==> src/wake_cfg.svh <==
// Constants for the wake-up receiver configuration bank: offsets, fields, defaults, timing.
`ifndef WAKE_CFG_SVH
`define WAKE_CFG_SVH

// ----------------------------------------
// Register indices (serial address field)
// ----------------------------------------
`define IDX_CHAN_MODE 0
`define IDX_CORR_AGC 1
`define IDX_TOL_SLICER 2
`define IDX_SLICER_ENV 3
`define IDX_DUTY_DAMP 4
`define IDX_PAT_SECOND 5
`define IDX_PAT_FIRST 6
`define IDX_TIMEOUT_RATE 7
`define IDX_ART_WAKE 8
`define IDX_RESERVED 9
`define IDX_STRENGTH1 10
`define IDX_STRENGTH2 11
`define IDX_STRENGTH3 12
`define IDX_FALSE_WAKE 13
`define NUM_CFG_REGS 10

// ----------------------------------------
// Reset values and writable-bit masks
// ----------------------------------------
`define DEF_CHAN_MODE 8'h0E
`define DEF_CORR_AGC 8'h23
`define DEF_TOL_SLICER 8'h00
`define DEF_SLICER_ENV 8'h20
`define DEF_DUTY_DAMP 8'h10
`define DEF_PAT_SECOND 8'h69
`define DEF_PAT_FIRST 8'h96
`define DEF_TIMEOUT_RATE 8'h0B
`define DEF_ART_WAKE 8'h00
`define DEF_RESERVED 8'h00
`define MASK_CHAN_MODE 8'h3F
`define MASK_CORR_AGC 8'hF7
`define MASK_TOL_SLICER 8'hE3
`define MASK_ART_WAKE 8'h07
`define MASK_FULL 8'hFF
`define MASK_NONE 8'h00

// ----------------------------------------
// Serial command codes
// ----------------------------------------
`define MODE_WRITE 2'h0
`define MODE_READ 2'h1
`define MODE_DIRECT 2'h3
`define CMD_CLEAR_WAKE 6'h00
`define CMD_RESET_STRENGTH 6'h01
`define CMD_TRIM_OSC 6'h02
`define CMD_CLEAR_FALSE 6'h03
`define CMD_PRESET_DEFAULT 6'h04

// ----------------------------------------
// Timing
// ----------------------------------------
`define CLK_PERIOD_NS 10
`define SLOT_TIME_NS 1000000
`define SLOT_CYCLES (`SLOT_TIME_NS / `CLK_PERIOD_NS)

`endif

==> src/wake_cfg_pkg.sv <==
// Types shared by the wake-up receiver configuration bank and its users.
package wake_cfg_pkg;

	// Settings fanned out to the analog front end, correlator and timers
	typedef struct packed {
		logic onoff_en;
		logic scan_listen_en;
		logic chan1_en;
		logic chan2_en;
		logic chan3_en;
		logic power_down_ctrl;
		logic slicer_abs_ref;
		logic gain_first_burst_only;
		logic gain_bidirectional;
		logic antenna_damper_en;
		logic double_pattern_en;
		logic correlation_en;
		logic xtal_osc_en;
		logic slicer_threshold_reduce;
		logic [1:0] pattern_tolerance;
		logic [1:0] stage_wake_tolerance;
		logic slicer_small_hysteresis;
		logic slicer_positive_edge_hyst;
		logic [2:0] slicer_time_const;
		logic [2:0] envelope_time_const;
		logic [1:0] off_time_sel;
		logic [1:0] damping_resistor_sel;
		logic [3:0] gain_reduction;
		logic [7:0] pattern_first_byte;
		logic [7:0] pattern_second_byte;
		logic [2:0] timeout_sel;
		logic [4:0] half_bit_rate;
		logic [2:0] artificial_wake_sel;
	} cfg_t;

	// One-cycle strobes for direct commands handled outside the bank
	typedef struct packed {
		logic clear_wake;
		logic reset_strength;
		logic trim_osc;
	} cmd_pulse_t;

	// Serial frame phase
	typedef enum logic [1:0] {
		PH_HEAD,
		PH_WDATA,
		PH_RDATA,
		PH_SKIP
	} frame_phase_t;

	// On/off listening phase
	typedef enum logic {
		LS_ON,
		LS_OFF
	} listen_state_t;

endpackage : wake_cfg_pkg

==> src/wakeup_receiver_config_bank.sv <==
// Configuration and status register bank of a three-channel wake-up receiver.
//
// Contract
// - On/off listening select bit, reset 0
// - Pattern correlation enable, reset 1
// - Crystal oscillator enable, reset 1
// - Doubled pattern select, reset 0
// - Gain moves up and down, reset 1
// - Gain limited to first burst
// - Antenna damper enable, reset 0
// - Absolute slicer reference select
// - Slicer threshold reduction, reset 0
// - Pattern tolerance field, reset 00
// - Frequency tolerance field, reset 00
// - Off-time code gives 1, 2, 4, 8 ms
// - Pattern bytes reset to 96h and 69h
// - Receive timeout field, reset 000
// - Half-bit rate field, reset 01011
// - Slicer time constant field, reset 100
// - Envelope time constant field, reset 000
// - Mode code: write, read, direct, 10 illegal
// - Six address bits, then eight data bits
// - Clear-false command zeroes false wake counter
// - Preset-default command reloads all configuration defaults
`include "wake_cfg.svh"
`timescale 1ns/1ps
`default_nettype none

module wakeup_receiver_config_bank #(
	parameter int SLOT_CYCLES = `SLOT_CYCLES
) (
	input wire logic ref_clk,
	input wire logic rst,
	input wire logic spi_cs,
	input wire logic spi_sclk,
	input wire logic spi_sdi,
	output logic spi_sdo,
	output logic spi_sdo_oe,
	input wire logic [4:0] signal_strength_ch1,
	input wire logic [4:0] signal_strength_ch2,
	input wire logic [4:0] signal_strength_ch3,
	input wire logic false_wake_evt,
	input wire logic carrier_det,
	output var wake_cfg_pkg::cfg_t cfg,
	output var wake_cfg_pkg::cmd_pulse_t cmd,
	output logic [2:0] chan_power,
	output logic listen_on
);
	import wake_cfg_pkg::*;

	// ----------------------------------------
	// Pin synchronisers
	// ----------------------------------------
	logic [2:0] pin_meta_q; // First stage, read only by second stage
	logic [2:0] pin_sync_q; // {cs, sclk, sdi} in ref_clk domain
	logic sclk_prev_q; // Last synced sclk, for edge detect
	wire cs_s = pin_sync_q[2];
	wire sclk_s = pin_sync_q[1];
	wire sdi_s = pin_sync_q[0];

	// Two flops per pin; the serial clock is far slower than ref_clk
	always_ff @(posedge ref_clk or posedge rst) begin
		if (rst) begin
			pin_meta_q <= 3'h0;
			pin_sync_q <= 3'h0;
			sclk_prev_q <= 1'b0;
		end else begin
			pin_meta_q <= {spi_cs, spi_sclk, spi_sdi};
			pin_sync_q <= pin_meta_q;
			sclk_prev_q <= pin_sync_q[1];
		end
	end

	// Data is sampled on the falling serial clock edge while selected
	wire sclk_fall = cs_s & sclk_prev_q & ~sclk_s;

	// ----------------------------------------
	// Frame state
	// ----------------------------------------
	frame_phase_t phase_q; // Where in the frame we are
	logic [2:0] bit_cnt_q; // Bit within current byte
	logic [7:0] shift_q; // Incoming byte
	logic [5:0] addr_q; // Current register address
	logic [7:0] rd_shift_q; // Outgoing byte, MSB on the pin

	// Byte assembled with the bit arriving now
	wire [7:0] shift_in = {shift_q[6:0], sdi_s};
	wire byte_done = sclk_fall & (bit_cnt_q == 3'h7);

	// Header decode: mode code, then six address or command bits
	wire [1:0] head_mode = shift_in[7:6];
	wire [5:0] head_addr = shift_in[5:0];
	wire head_done = byte_done & (phase_q == PH_HEAD);
	wire head_wr = head_done & (head_mode == `MODE_WRITE);
	wire head_rd = head_done & (head_mode == `MODE_READ);
	wire head_dir = head_done & (head_mode == `MODE_DIRECT);

	// Direct command strobes, same cycle as the header completes
	wire dir_clear_false = head_dir & (head_addr == `CMD_CLEAR_FALSE);
	wire dir_preset = head_dir & (head_addr == `CMD_PRESET_DEFAULT);

	// Write strobe for a completed data byte
	wire wr_fire = byte_done & (phase_q == PH_WDATA);

	// Read address: header address first, then auto-increment
	wire [5:0] rd_addr = (phase_q == PH_HEAD) ? head_addr : 6'(addr_q + 6'h01);

	// Serial pins are sampled on ref_clk, so
	// each serial clock phase must last at
	// least three ref_clk cycles.
	// A header byte carries the mode code and
	// six address or command bits; data bytes
	// follow until select drops.
	// Bytes after the first go to the next
	// address, for writes and reads alike.
	// The spare mode code is dropped together
	// with everything after it.
	// Deselecting ends the frame and throws away
	// a partial byte, so a cut write changes
	// nothing.
	// Limitation: the header address is not
	// range checked; unmapped reads give zero
	// and unmapped writes are lost.
	// Preset keeps the false wake count so the
	// host can still read it afterwards.

	// Frame sequencer: header byte, then data bytes until select drops
	always_ff @(posedge ref_clk or posedge rst) begin
		if (rst) begin
			phase_q <= PH_HEAD;
			bit_cnt_q <= 3'h0;
			shift_q <= 8'h00;
			addr_q <= 6'h00;
		end else if (!cs_s) begin
			// Deselect ends any command, complete or not
			phase_q <= PH_HEAD;
			bit_cnt_q <= 3'h0;
		end else if (sclk_fall) begin
			shift_q <= shift_in;
			bit_cnt_q <= 3'(bit_cnt_q + 3'h1);
			if (head_wr) begin
				phase_q <= PH_WDATA;
				addr_q <= head_addr;
			end else if (head_rd) begin
				phase_q <= PH_RDATA;
				addr_q <= head_addr;
			end else if (head_done) begin
				// Direct commands carry no data; the illegal code is dropped
				phase_q <= PH_SKIP;
			end else if (byte_done && phase_q != PH_SKIP) begin
				// Consecutive bytes go to consecutive addresses
				addr_q <= 6'(addr_q + 6'h01);
			end
		end
	end

	// ----------------------------------------
	// Configuration registers
	// ----------------------------------------
	localparam logic [7:0] DEF_VAL [`NUM_CFG_REGS] = '{
		`DEF_CHAN_MODE, `DEF_CORR_AGC, `DEF_TOL_SLICER, `DEF_SLICER_ENV, `DEF_DUTY_DAMP,
		`DEF_PAT_SECOND, `DEF_PAT_FIRST, `DEF_TIMEOUT_RATE, `DEF_ART_WAKE, `DEF_RESERVED};
	localparam logic [7:0] WR_MASK [`NUM_CFG_REGS] = '{
		`MASK_CHAN_MODE, `MASK_CORR_AGC, `MASK_TOL_SLICER, `MASK_FULL, `MASK_FULL,
		`MASK_FULL, `MASK_FULL, `MASK_FULL, `MASK_ART_WAKE, `MASK_NONE};

	logic [7:0] cfg_q [`NUM_CFG_REGS]; // Writable register contents

	// One register per entry; unused bits never store a one
	genvar gi;
	generate
		for (gi = 0; gi < `NUM_CFG_REGS; gi++) begin : g_cfg
			wire hit = wr_fire & (addr_q == 6'(gi));
			always_ff @(posedge ref_clk or posedge rst) begin
				if (rst) begin
					cfg_q[gi] <= DEF_VAL[gi];
				end else if (dir_preset) begin
					cfg_q[gi] <= DEF_VAL[gi];
				end else if (hit) begin
					cfg_q[gi] <= shift_in & WR_MASK[gi];
				end
			end
		end
	endgenerate

	// ----------------------------------------
	// False wake-up counter
	// ----------------------------------------
	logic [7:0] false_wake_q; // Saturating count of false wake-ups

	// A new event in the clearing cycle is kept, so the count becomes one
	always_ff @(posedge ref_clk or posedge rst) begin
		if (rst) begin
			false_wake_q <= 8'h00;
		end else if (dir_clear_false) begin
			false_wake_q <= false_wake_evt ? 8'h01 : 8'h00;
		end else if (false_wake_evt && false_wake_q != 8'hFF) begin
			false_wake_q <= 8'(false_wake_q + 8'h01);
		end
	end

	// ----------------------------------------
	// Read path
	// ----------------------------------------
	// Strength values are five bits; upper bits read zero
	wire [7:0] rd_strength1 = {3'h0, signal_strength_ch1};
	wire [7:0] rd_strength2 = {3'h0, signal_strength_ch2};
	wire [7:0] rd_strength3 = {3'h0, signal_strength_ch3};
	wire rd_is_cfg = rd_addr < 6'(`NUM_CFG_REGS);
	wire [7:0] rd_status =
		(rd_addr == 6'(`IDX_STRENGTH1)) ? rd_strength1 :
		(rd_addr == 6'(`IDX_STRENGTH2)) ? rd_strength2 :
		(rd_addr == 6'(`IDX_STRENGTH3)) ? rd_strength3 :
		(rd_addr == 6'(`IDX_FALSE_WAKE)) ? false_wake_q :
		8'h00;
	wire [7:0] rd_data = rd_is_cfg ? cfg_q[rd_addr[3:0]] : rd_status;
	wire rd_load = head_rd | (byte_done & (phase_q == PH_RDATA));

	// Outgoing byte: loaded at each byte boundary, shifted on falling edges
	always_ff @(posedge ref_clk or posedge rst) begin
		if (rst) begin
			rd_shift_q <= 8'h00;
		end else if (rd_load) begin
			rd_shift_q <= rd_data;
		end else if (sclk_fall && phase_q == PH_RDATA) begin
			rd_shift_q <= {rd_shift_q[6:0], 1'b0};
		end
	end

	// Pin drives only while selected so the line can be shared
	assign spi_sdo = rd_shift_q[7];
	assign spi_sdo_oe = cs_s;

	// ----------------------------------------
	// Direct command strobes
	// ----------------------------------------
	logic [2:0] cmd_q; // {clear_wake, reset_strength, trim_osc}

	// Registered one-cycle pulses toward the wake and oscillator logic
	always_ff @(posedge ref_clk or posedge rst) begin
		if (rst) begin
			cmd_q <= 3'h0;
		end else begin
			cmd_q[2] <= head_dir & (head_addr == `CMD_CLEAR_WAKE);
			cmd_q[1] <= head_dir & (head_addr == `CMD_RESET_STRENGTH);
			cmd_q[0] <= head_dir & (head_addr == `CMD_TRIM_OSC);
		end
	end

	assign cmd.clear_wake = cmd_q[2];
	assign cmd.reset_strength = cmd_q[1];
	assign cmd.trim_osc = cmd_q[0];

	// ----------------------------------------
	// Field fan-out
	// ----------------------------------------
	wire [7:0] r_chan = cfg_q[`IDX_CHAN_MODE];
	wire [7:0] r_corr = cfg_q[`IDX_CORR_AGC];
	wire [7:0] r_tol = cfg_q[`IDX_TOL_SLICER];
	wire [7:0] r_slc = cfg_q[`IDX_SLICER_ENV];
	wire [7:0] r_duty = cfg_q[`IDX_DUTY_DAMP];
	wire [7:0] r_tmo = cfg_q[`IDX_TIMEOUT_RATE];

	assign cfg.onoff_en = r_chan[5];
	assign cfg.scan_listen_en = r_chan[4];
	assign cfg.chan2_en = r_chan[3];
	assign cfg.chan3_en = r_chan[2];
	assign cfg.chan1_en = r_chan[1];
	assign cfg.power_down_ctrl = r_chan[0];
	assign cfg.slicer_abs_ref = r_corr[7];
	assign cfg.gain_first_burst_only = r_corr[6];
	assign cfg.gain_bidirectional = r_corr[5];
	assign cfg.antenna_damper_en = r_corr[4];
	assign cfg.double_pattern_en = r_corr[2];
	assign cfg.correlation_en = r_corr[1];
	assign cfg.xtal_osc_en = r_corr[0];
	assign cfg.slicer_threshold_reduce = r_tol[7];
	assign cfg.pattern_tolerance = r_tol[6:5];
	assign cfg.stage_wake_tolerance = r_tol[1:0];
	assign cfg.slicer_small_hysteresis = r_slc[7];
	assign cfg.slicer_positive_edge_hyst = r_slc[6];
	assign cfg.slicer_time_const = r_slc[5:3];
	assign cfg.envelope_time_const = r_slc[2:0];
	assign cfg.off_time_sel = r_duty[7:6];
	assign cfg.damping_resistor_sel = r_duty[5:4];
	assign cfg.gain_reduction = r_duty[3:0];
	assign cfg.pattern_second_byte = cfg_q[`IDX_PAT_SECOND];
	assign cfg.pattern_first_byte = cfg_q[`IDX_PAT_FIRST];
	assign cfg.timeout_sel = r_tmo[7:5];
	assign cfg.half_bit_rate = r_tmo[4:0];
	assign cfg.artificial_wake_sel = cfg_q[`IDX_ART_WAKE][2:0];

	// ----------------------------------------
	// Listening time slots
	// ----------------------------------------
	localparam logic [16:0] SLOT_LAST = 17'(SLOT_CYCLES - 1);
	logic [16:0] slot_cnt_q; // Cycles left in current 1 ms slot
	wire slot_tick = (slot_cnt_q == 17'h0);

	// Free-running slot divider, one-cycle tick per slot
	always_ff @(posedge ref_clk or posedge rst) begin
		if (rst) begin
			slot_cnt_q <= SLOT_LAST;
		end else if (slot_tick) begin
			slot_cnt_q <= SLOT_LAST;
		end else begin
			slot_cnt_q <= 17'(slot_cnt_q - 17'h1);
		end
	end

	// Off duration in slots: 1, 2, 4 or 8
	wire [3:0] off_slots = 4'(4'h1 << cfg.off_time_sel);
	listen_state_t listen_q; // On or off phase of on/off mode
	logic [3:0] off_cnt_q; // Off slots still to run

	// One slot on, then the programmed off time; plain listening stays on
	always_ff @(posedge ref_clk or posedge rst) begin
		if (rst) begin
			listen_q <= LS_ON;
			off_cnt_q <= 4'h0;
		end else if (!cfg.onoff_en) begin
			listen_q <= LS_ON;
		end else if (slot_tick) begin
			unique case (listen_q)
				LS_ON: begin
					listen_q <= LS_OFF;
					off_cnt_q <= 4'(off_slots - 4'h1);
				end
				LS_OFF: begin
					if (off_cnt_q == 4'h0) begin
						listen_q <= LS_ON;
					end else begin
						off_cnt_q <= 4'(off_cnt_q - 4'h1);
					end
				end
			endcase
		end
	end

	// ----------------------------------------
	// Scan rotation: channel 1, then 3, then 2
	// ----------------------------------------
	logic [1:0] scan_idx_q; // Rotation position
	wire carrier_hold = carrier_det;

	// Rotation freezes while a carrier is present so all can evaluate
	always_ff @(posedge ref_clk or posedge rst) begin
		if (rst) begin
			scan_idx_q <= 2'h0;
		end else if (!cfg.scan_listen_en) begin
			scan_idx_q <= 2'h0;
		end else if (slot_tick && !carrier_hold) begin
			scan_idx_q <= (scan_idx_q == 2'h2) ? 2'h0 : 2'(scan_idx_q + 2'h1);
		end
	end

	wire [2:0] scan_sel =
		(scan_idx_q == 2'h0) ? 3'h1 :
		(scan_idx_q == 2'h1) ? 3'h4 :
		3'h2;
	wire [2:0] chan_en = {cfg.chan3_en, cfg.chan2_en, cfg.chan1_en};
	wire scan_gate = cfg.scan_listen_en & ~carrier_hold;
	wire [2:0] chan_pick = scan_gate ? (chan_en & scan_sel) : chan_en;

	// Power-down overrides every listening mode
	assign listen_on = ~cfg.power_down_ctrl & (listen_q == LS_ON);
	assign chan_power = chan_pick & {3{listen_on}};

endmodule : wakeup_receiver_config_bank

`default_nettype wire

==> config.mk <==
export PLATFORM = sky130hd
export DESIGN_NAME = wakeup_receiver_config_bank
export DESIGN_NICKNAME = d
export VERILOG_FILES = /design/src/wake_cfg_pkg.sv /design/src/wakeup_receiver_config_bank.sv
export VERILOG_INCLUDE_DIRS = /design/src
export SDC_FILE = /design/constraint.sdc
export NUM_CORES = 1
export LEC_CHECK = 0
export BUFFER_PORTS_ARGS = -buffer_cell sky130_fd_sc_hd__buf_4
export CAP_MARGIN = 5
export CORE_ASPECT_RATIO = 1.75
export CORE_UTILIZATION = 45
export DETAILED_ROUTE_END_ITERATION = 10
export GPL_ROUTABILITY_DRIVEN = 0
export PLACE_DENSITY = 0.75
export SKIP_LAST_GASP = 1
export SLEW_MARGIN = 0
export SYNTH_ARGS = -nofsm -noshare
export SYNTH_HDL_FRONTEND = slang
export SYNTH_SLANG_ARGS = --single-unit
==> constraint.sdc <==
create_clock -name ref_clk -period 4.9 [get_ports ref_clk]
set_input_delay 0.245 -clock ref_clk [delete_from_list [all_inputs] [get_ports ref_clk]]
set_output_delay 0.245 -clock ref_clk [all_outputs]
set_load 0.02 [all_outputs]
# [Yosys cells after proc, flatten, opt, wreduce, memory -nomap -nowiden]
# Index checks and enable logic that the tools add are counted.
[totals] reg_bits=148 input_bits=22 output_inout_bits=70 word_cells=187
[classes] n_addsub=7 order_cmp=2 eq_ne=32 shift=1 muxes=58 bitwise=34 reduce_logical=29
[ops] operator="8-bit 2-to-1 mux" count=31
[ops] operator="6-bit by 4-bit equality test with 1-bit output (second input constant)" count=6
[ops] operator="8-bit binary-select mux with 4-bit select" count=1
[ops] operator="6-bit by 3-bit equality test with 1-bit output (second input constant)" count=5
[ops] operator="6-bit 2-to-1 mux" count=5
[ops] operator="1-bit bitwise AND" count=26
[ops] operator="6-bit by 2-bit equality test with 1-bit output (second input constant)" count=4
[ops] operator="2-bit nonzero test" count=12
[ops] operator="17-bit logical NOT" count=1
[ops] operator="17-bit 2-to-1 mux" count=1
[ops] operator="17-bit by 1-bit subtractor with 17-bit output (second input constant)" count=1
[ops] operator="2-bit 2-to-1 mux" count=8
[ops] operator="3-bit 2-to-1 mux" count=5
[ops] operator="6-bit by 1-bit equality test with 1-bit output (second input constant)" count=2
[ops] operator="6-bit logical NOT" count=2
[ops] operator="8-bit by 1-bit adder with 8-bit output (second input constant)" count=1
[ops] operator="8-bit inequality test (second input constant)" count=1
[ops] operator="4-bit case mux with 2 select lines" count=1
[ops] operator="4-bit by 1-bit subtractor with 4-bit output (second input constant)" count=2
[ops] operator="6-bit by 1-bit adder with 6-bit output (second input constant)" count=1
[ops] operator="3-bit bitwise AND" count=2
[ops] operator="2-bit by 1-bit equality test with 1-bit output (second input constant)" count=3
[ops] operator="2-bit equality test (second input constant)" count=3
[ops] operator="2-bit logical NOT" count=3
[ops] operator="other kinds (23)" count=36

# [Depth between registers and ports, before layout]
[logic_depth] ltp_word=9 mapped_depth=11 depth_no_buf=8

# [Least setup slack after synthesis]
# OpenSTA, ideal clock, no wires.
[synth_timing] kind="register to register" startpoint="register bit_cnt_q[0]" endpoint="register cfg_q, in the netlist cfg[24]" arrival_time_ns=2.345 t_required_ns=4.775 path_slack_ns=2.431 path_stages_with_launch=10 n_path_buf=1 period_less_slack_ns=2.469 cell_sequence="dfrtp_1 -> ha_1 -> ha_1 -> and4b_1 -> nand4_1 -> or4_1 -> or2_1 -> clkbuf_1 -> nand2_1 -> mux2_2"
[synth_via] elab_chain_cells=6
[synth_rtl] item="from (decl)" line="wakeup_receiver_config_bank.sv:81" text="logic [2:0] bit_cnt_q;"
[synth_rtl] item="from (signal assigned)" line="wakeup_receiver_config_bank.sv:140" text="bit_cnt_q <= 3'(bit_cnt_q + 3'h1);"
[synth_rtl] item="3-bit equality test (*)" line="wakeup_receiver_config_bank.sv:88" text="wire byte_done = sclk_fall & (bit_cnt_q == 3'h7);"
[synth_rtl] item="1-bit bitwise AND (*)" line="wakeup_receiver_config_bank.sv:88"
[synth_rtl] item="1-bit bitwise AND" line="wakeup_receiver_config_bank.sv:93" text="wire head_done = byte_done & (phase_q == PH_HEAD);"
[synth_rtl] item="1-bit bitwise AND" line="wakeup_receiver_config_bank.sv:96" text="wire head_dir = head_done & (head_mode == `MODE_DIRECT);"
[synth_rtl] item="1-bit bitwise AND" line="wakeup_receiver_config_bank.sv:100" text="wire dir_preset = head_dir & (head_addr == `CMD_PRESET_DEFAULT);"
[synth_rtl] item="8-bit 2-to-1 mux / 2-bit nonzero test (equally long branches)"
[synth_rtl] item="to (signal, indexed assignment)" line="wakeup_receiver_config_bank.sv:176" text="cfg_q[gi] <= DEF_VAL[gi];"
[synth_rtl] item="to (signal, indexed assignment)" line="wakeup_receiver_config_bank.sv:178" text="cfg_q[gi] <= DEF_VAL[gi];"
[synth_rtl] item="to (signal, indexed assignment)" line="wakeup_receiver_config_bank.sv:180" text="cfg_q[gi] <= shift_in & WR_MASK[gi];"
[synth_rtl] item="to (decl)" line="wakeup_receiver_config_bank.sv:167" text="logic [7:0] cfg_q [`NUM_CFG_REGS];"
# Mark *: on every way between the ends. The rest lies on a longest branch, timed or not.
# A chain may end at the register's enable or synchronous reset.

# [Worst setup path in the final report]
[layout_timing] startpoint="register bit_cnt_q[0]" endpoint="register cfg_q, in the netlist r_chan[4]"
# Same word-level chain as after synthesis.

==> qor.yml <==
run_status:
  outcome: "finished clean"
floorplan:
  rows: 58
  initial_core_util_pct: 46.4
  die_x_um: 94.2
  die_area_um2: 15400
  dieHeight_um: 163
  ios: 92
  coreArea_um2: 14400
sta:
  rsz0062_at_grt: "false"
  fmax_ghz: 0.303
  worstMarginPinSlew_ns: 1.10
  slew-limit-headroom_pct: 26.5
  tns_ns: 0
  clock_skew_ns: 0.0114
  period_minus_slack_ns: 3.30
  fin_ws_ns: 1.60
  worst_hold_slack_ns: 0.0291
  final_hold_viol_count: 0
  slew_violations: 0
  finalCritPeriodShare_pct: 67.3
  finalSetupViolCount: 0
cts:
  post_cts_buffers: 0
  clk_path_buf_depth: 2
  numCtsBuffers: 17
  worstSkewPairLatency_ns: 0.43
  cts_root_buf: "clkbuf_16"
  cts_tree: "done"
  holdBufCountCts: 3
  clock_sink_count: 129
  h-tree-depth: 4
  clk_pin_slew_worst_paths_ns: 0.06
  cts_resized: 0
route:
  postRouteAntennaNets: 0
  routedWlPerCell_um: 21.1
  drtIter0Drc: 606
  remaining_drc_errors: 0
  vias: 5996
  viasPerCell: 6.18
  first_pass_iters: 5
  routed_wl_mm: 20.5
cells_and_area:
  layout_common_cells: "104 x nand2_1, 100 x dfrtp_1, 98 x buf_4"
  drive_gt1_share_pct: 24.4
  diodes: 0
  final_common_cell: "nand2_1"
  num-fill-cells: 1282
  synthToLayoutAreaGrowth_pct: 21.1
  finalNetCount: 808
setup_path:
  critPathMaxFanout: 10
  crit_required_ns: 5.22
  r2r-start: "bit_cnt_q[0]"
  cp-end-kind: "register"
  start_kind: "register"
  cp-endpoint: "r_chan[4]"
  r2r_setup_slack_ns: 1.60
  crit_arrival_ns: 3.61
  rr_worst_depth: 8
  startpoint: "bit_cnt_q[0]"
  r2r_end: "r_chan[4]"
  crit_type: "register to register"
synth:
  yosysTopAreaCellShare_pct: 37.4
  synthArstFlopShare_pct: 100
  synth_cell_types: 71
  synth_seq_cells: 129
  syn_area_per_cell_um2: 9.55
  synth_edf_count: 0
  syn_nets: 732
  synth_area_um2: 6700
  yosysWarnings: 0
  synth_flop_cell: "dfrtp_1"
  synth_area_leader_cell: "dfrtp_1"
  seq_area_frac_synth_pct: 48.7
  synth_cells: 701
  netlist_top_cells_area: "dfrtp_1 37%, dfstp_2 11%, nand2_1 5.8%"
grt:
  grt_pass1_wl_mm: 32.1
  grt_max_degree: 81
  antenna_found_initial: 0
  grt_usage_pct: 28.1
  grt_overflow: 0
  grt_pass1_vias: 6004
place:
  port_buffers: 91
  dp_hpwl_mm: 14.4
  place_ws_ns: 1.76
power_and_ir_drop:
  ir_drop_mv: 0.212
  leakagePower_uw: 0.00359
  power_uw: 2730
  powerDensity_nw_per_um2: 337
flow_run:
  maxCapViolCount: 0
hold_path:
  min_path_type: "primary input to async pin"
sequential cells by signal (all words and copies together) (netlist names), 7 cells and up:
name	flops
false_wake_q	8
slot_cnt_q	17
r_tmo	8
cfg	19
rd_shift_q	8
shift_q	7
r_slc	8
r_duty	8
r_corr	7
worst max-delay path, stage by stage, from the launching register on:
cell and delay (ns):
dfrtp_1 0.36, ha_1 0.16, ha_1 0.29, and4b_1 0.30
nand4_1 0.10, or4_1 0.55, nor2_1 0.78, or2_2 0.31
mux2_2 0.34
how the worst min path moves through the flow:
stage,startpoint,end,cells past startpoint
floorplan,spi_sdi,pin_meta_q[0],0
global placement,pin_meta_q[1],pin_sync_q[1],0
global route,false_wake_evt,false_wake_q[0],3
CTS,false_wake_evt,false_wake_q[0],3
finish,rst,pin_sync_q[1],2
detailed placement,pin_meta_q[0],pin_sync_q[0],0
final cells by class:
class	count	area [um2]	area share [%]
multi-input cells	515	3230	39.8
repair buffers	101	766	9.45
clock buffers	18	429	5.29
inverters	13	51.3	0.633
clock inverters	14	145	1.79
well taps	180	225	2.78
flip-flops and latches	129	3260	40.3
stage by stage:
step / cells / instance area, um2 / util, %
CTS: 970 / 8110 / 56.1
global route: 970 / 8110 / 56.1
floorplan: 701 / 6700 / -
detailed placement: 935 / 7500 / 51.9
global placement: 935 / 7500 / 51.9
finish: 970 / 8110 / 56.1
cells in the mapped netlist (all sizes together) (8+ instances only):
library cell and number:
clkbuf 40, a21oi 43, nand4 8, o21ai 37
nand2 105, xor2 11, nor2 48, inv 11
nor3 18, dfstp 29, mux2i 26, nor2b 9
mux2 19, o211ai 12, or3 8, nand3 51
xnor2 10, ha 9, dfrtp 100
routing by layer:
layer / vias up / part of all wire [%] / track usage [%]
met5: - / 0 / 0
met4: 0 / 5.2 / 17.1
li1: 2675 / - / -
met2: 319 / 51 / 47.5
met1: 2909 / 36 / 31.8
met3: 93 / 7.2 / 6.01
kinds of logic (layout without fill, tap and decap cells):
| group | after synthesis | in the layout | synth area share, % |
|---|---|---|---|
| multiplexers | 47 | 47 | 7.75 |
| AO/OA/AOI/OAI | 155 | 155 | 15.2 |
| adder cells (fa/ha/maj) | 9 | 9 | 1.68 |
| XOR/XNOR | 21 | 21 | 2.75 |
| buffers and inverters | 57 | 146 | 3.34 |
| flip-flops | 129 | 129 | 48.7 |
| AND/OR/NAND/NOR | 283 | 283 | 20.6 |
report_power, final:
group          switching [uW]  internal [uW]
logic                     172           98.5
clock network             524            714
registers                 117           1100
(Power assumes the default switching activity.)
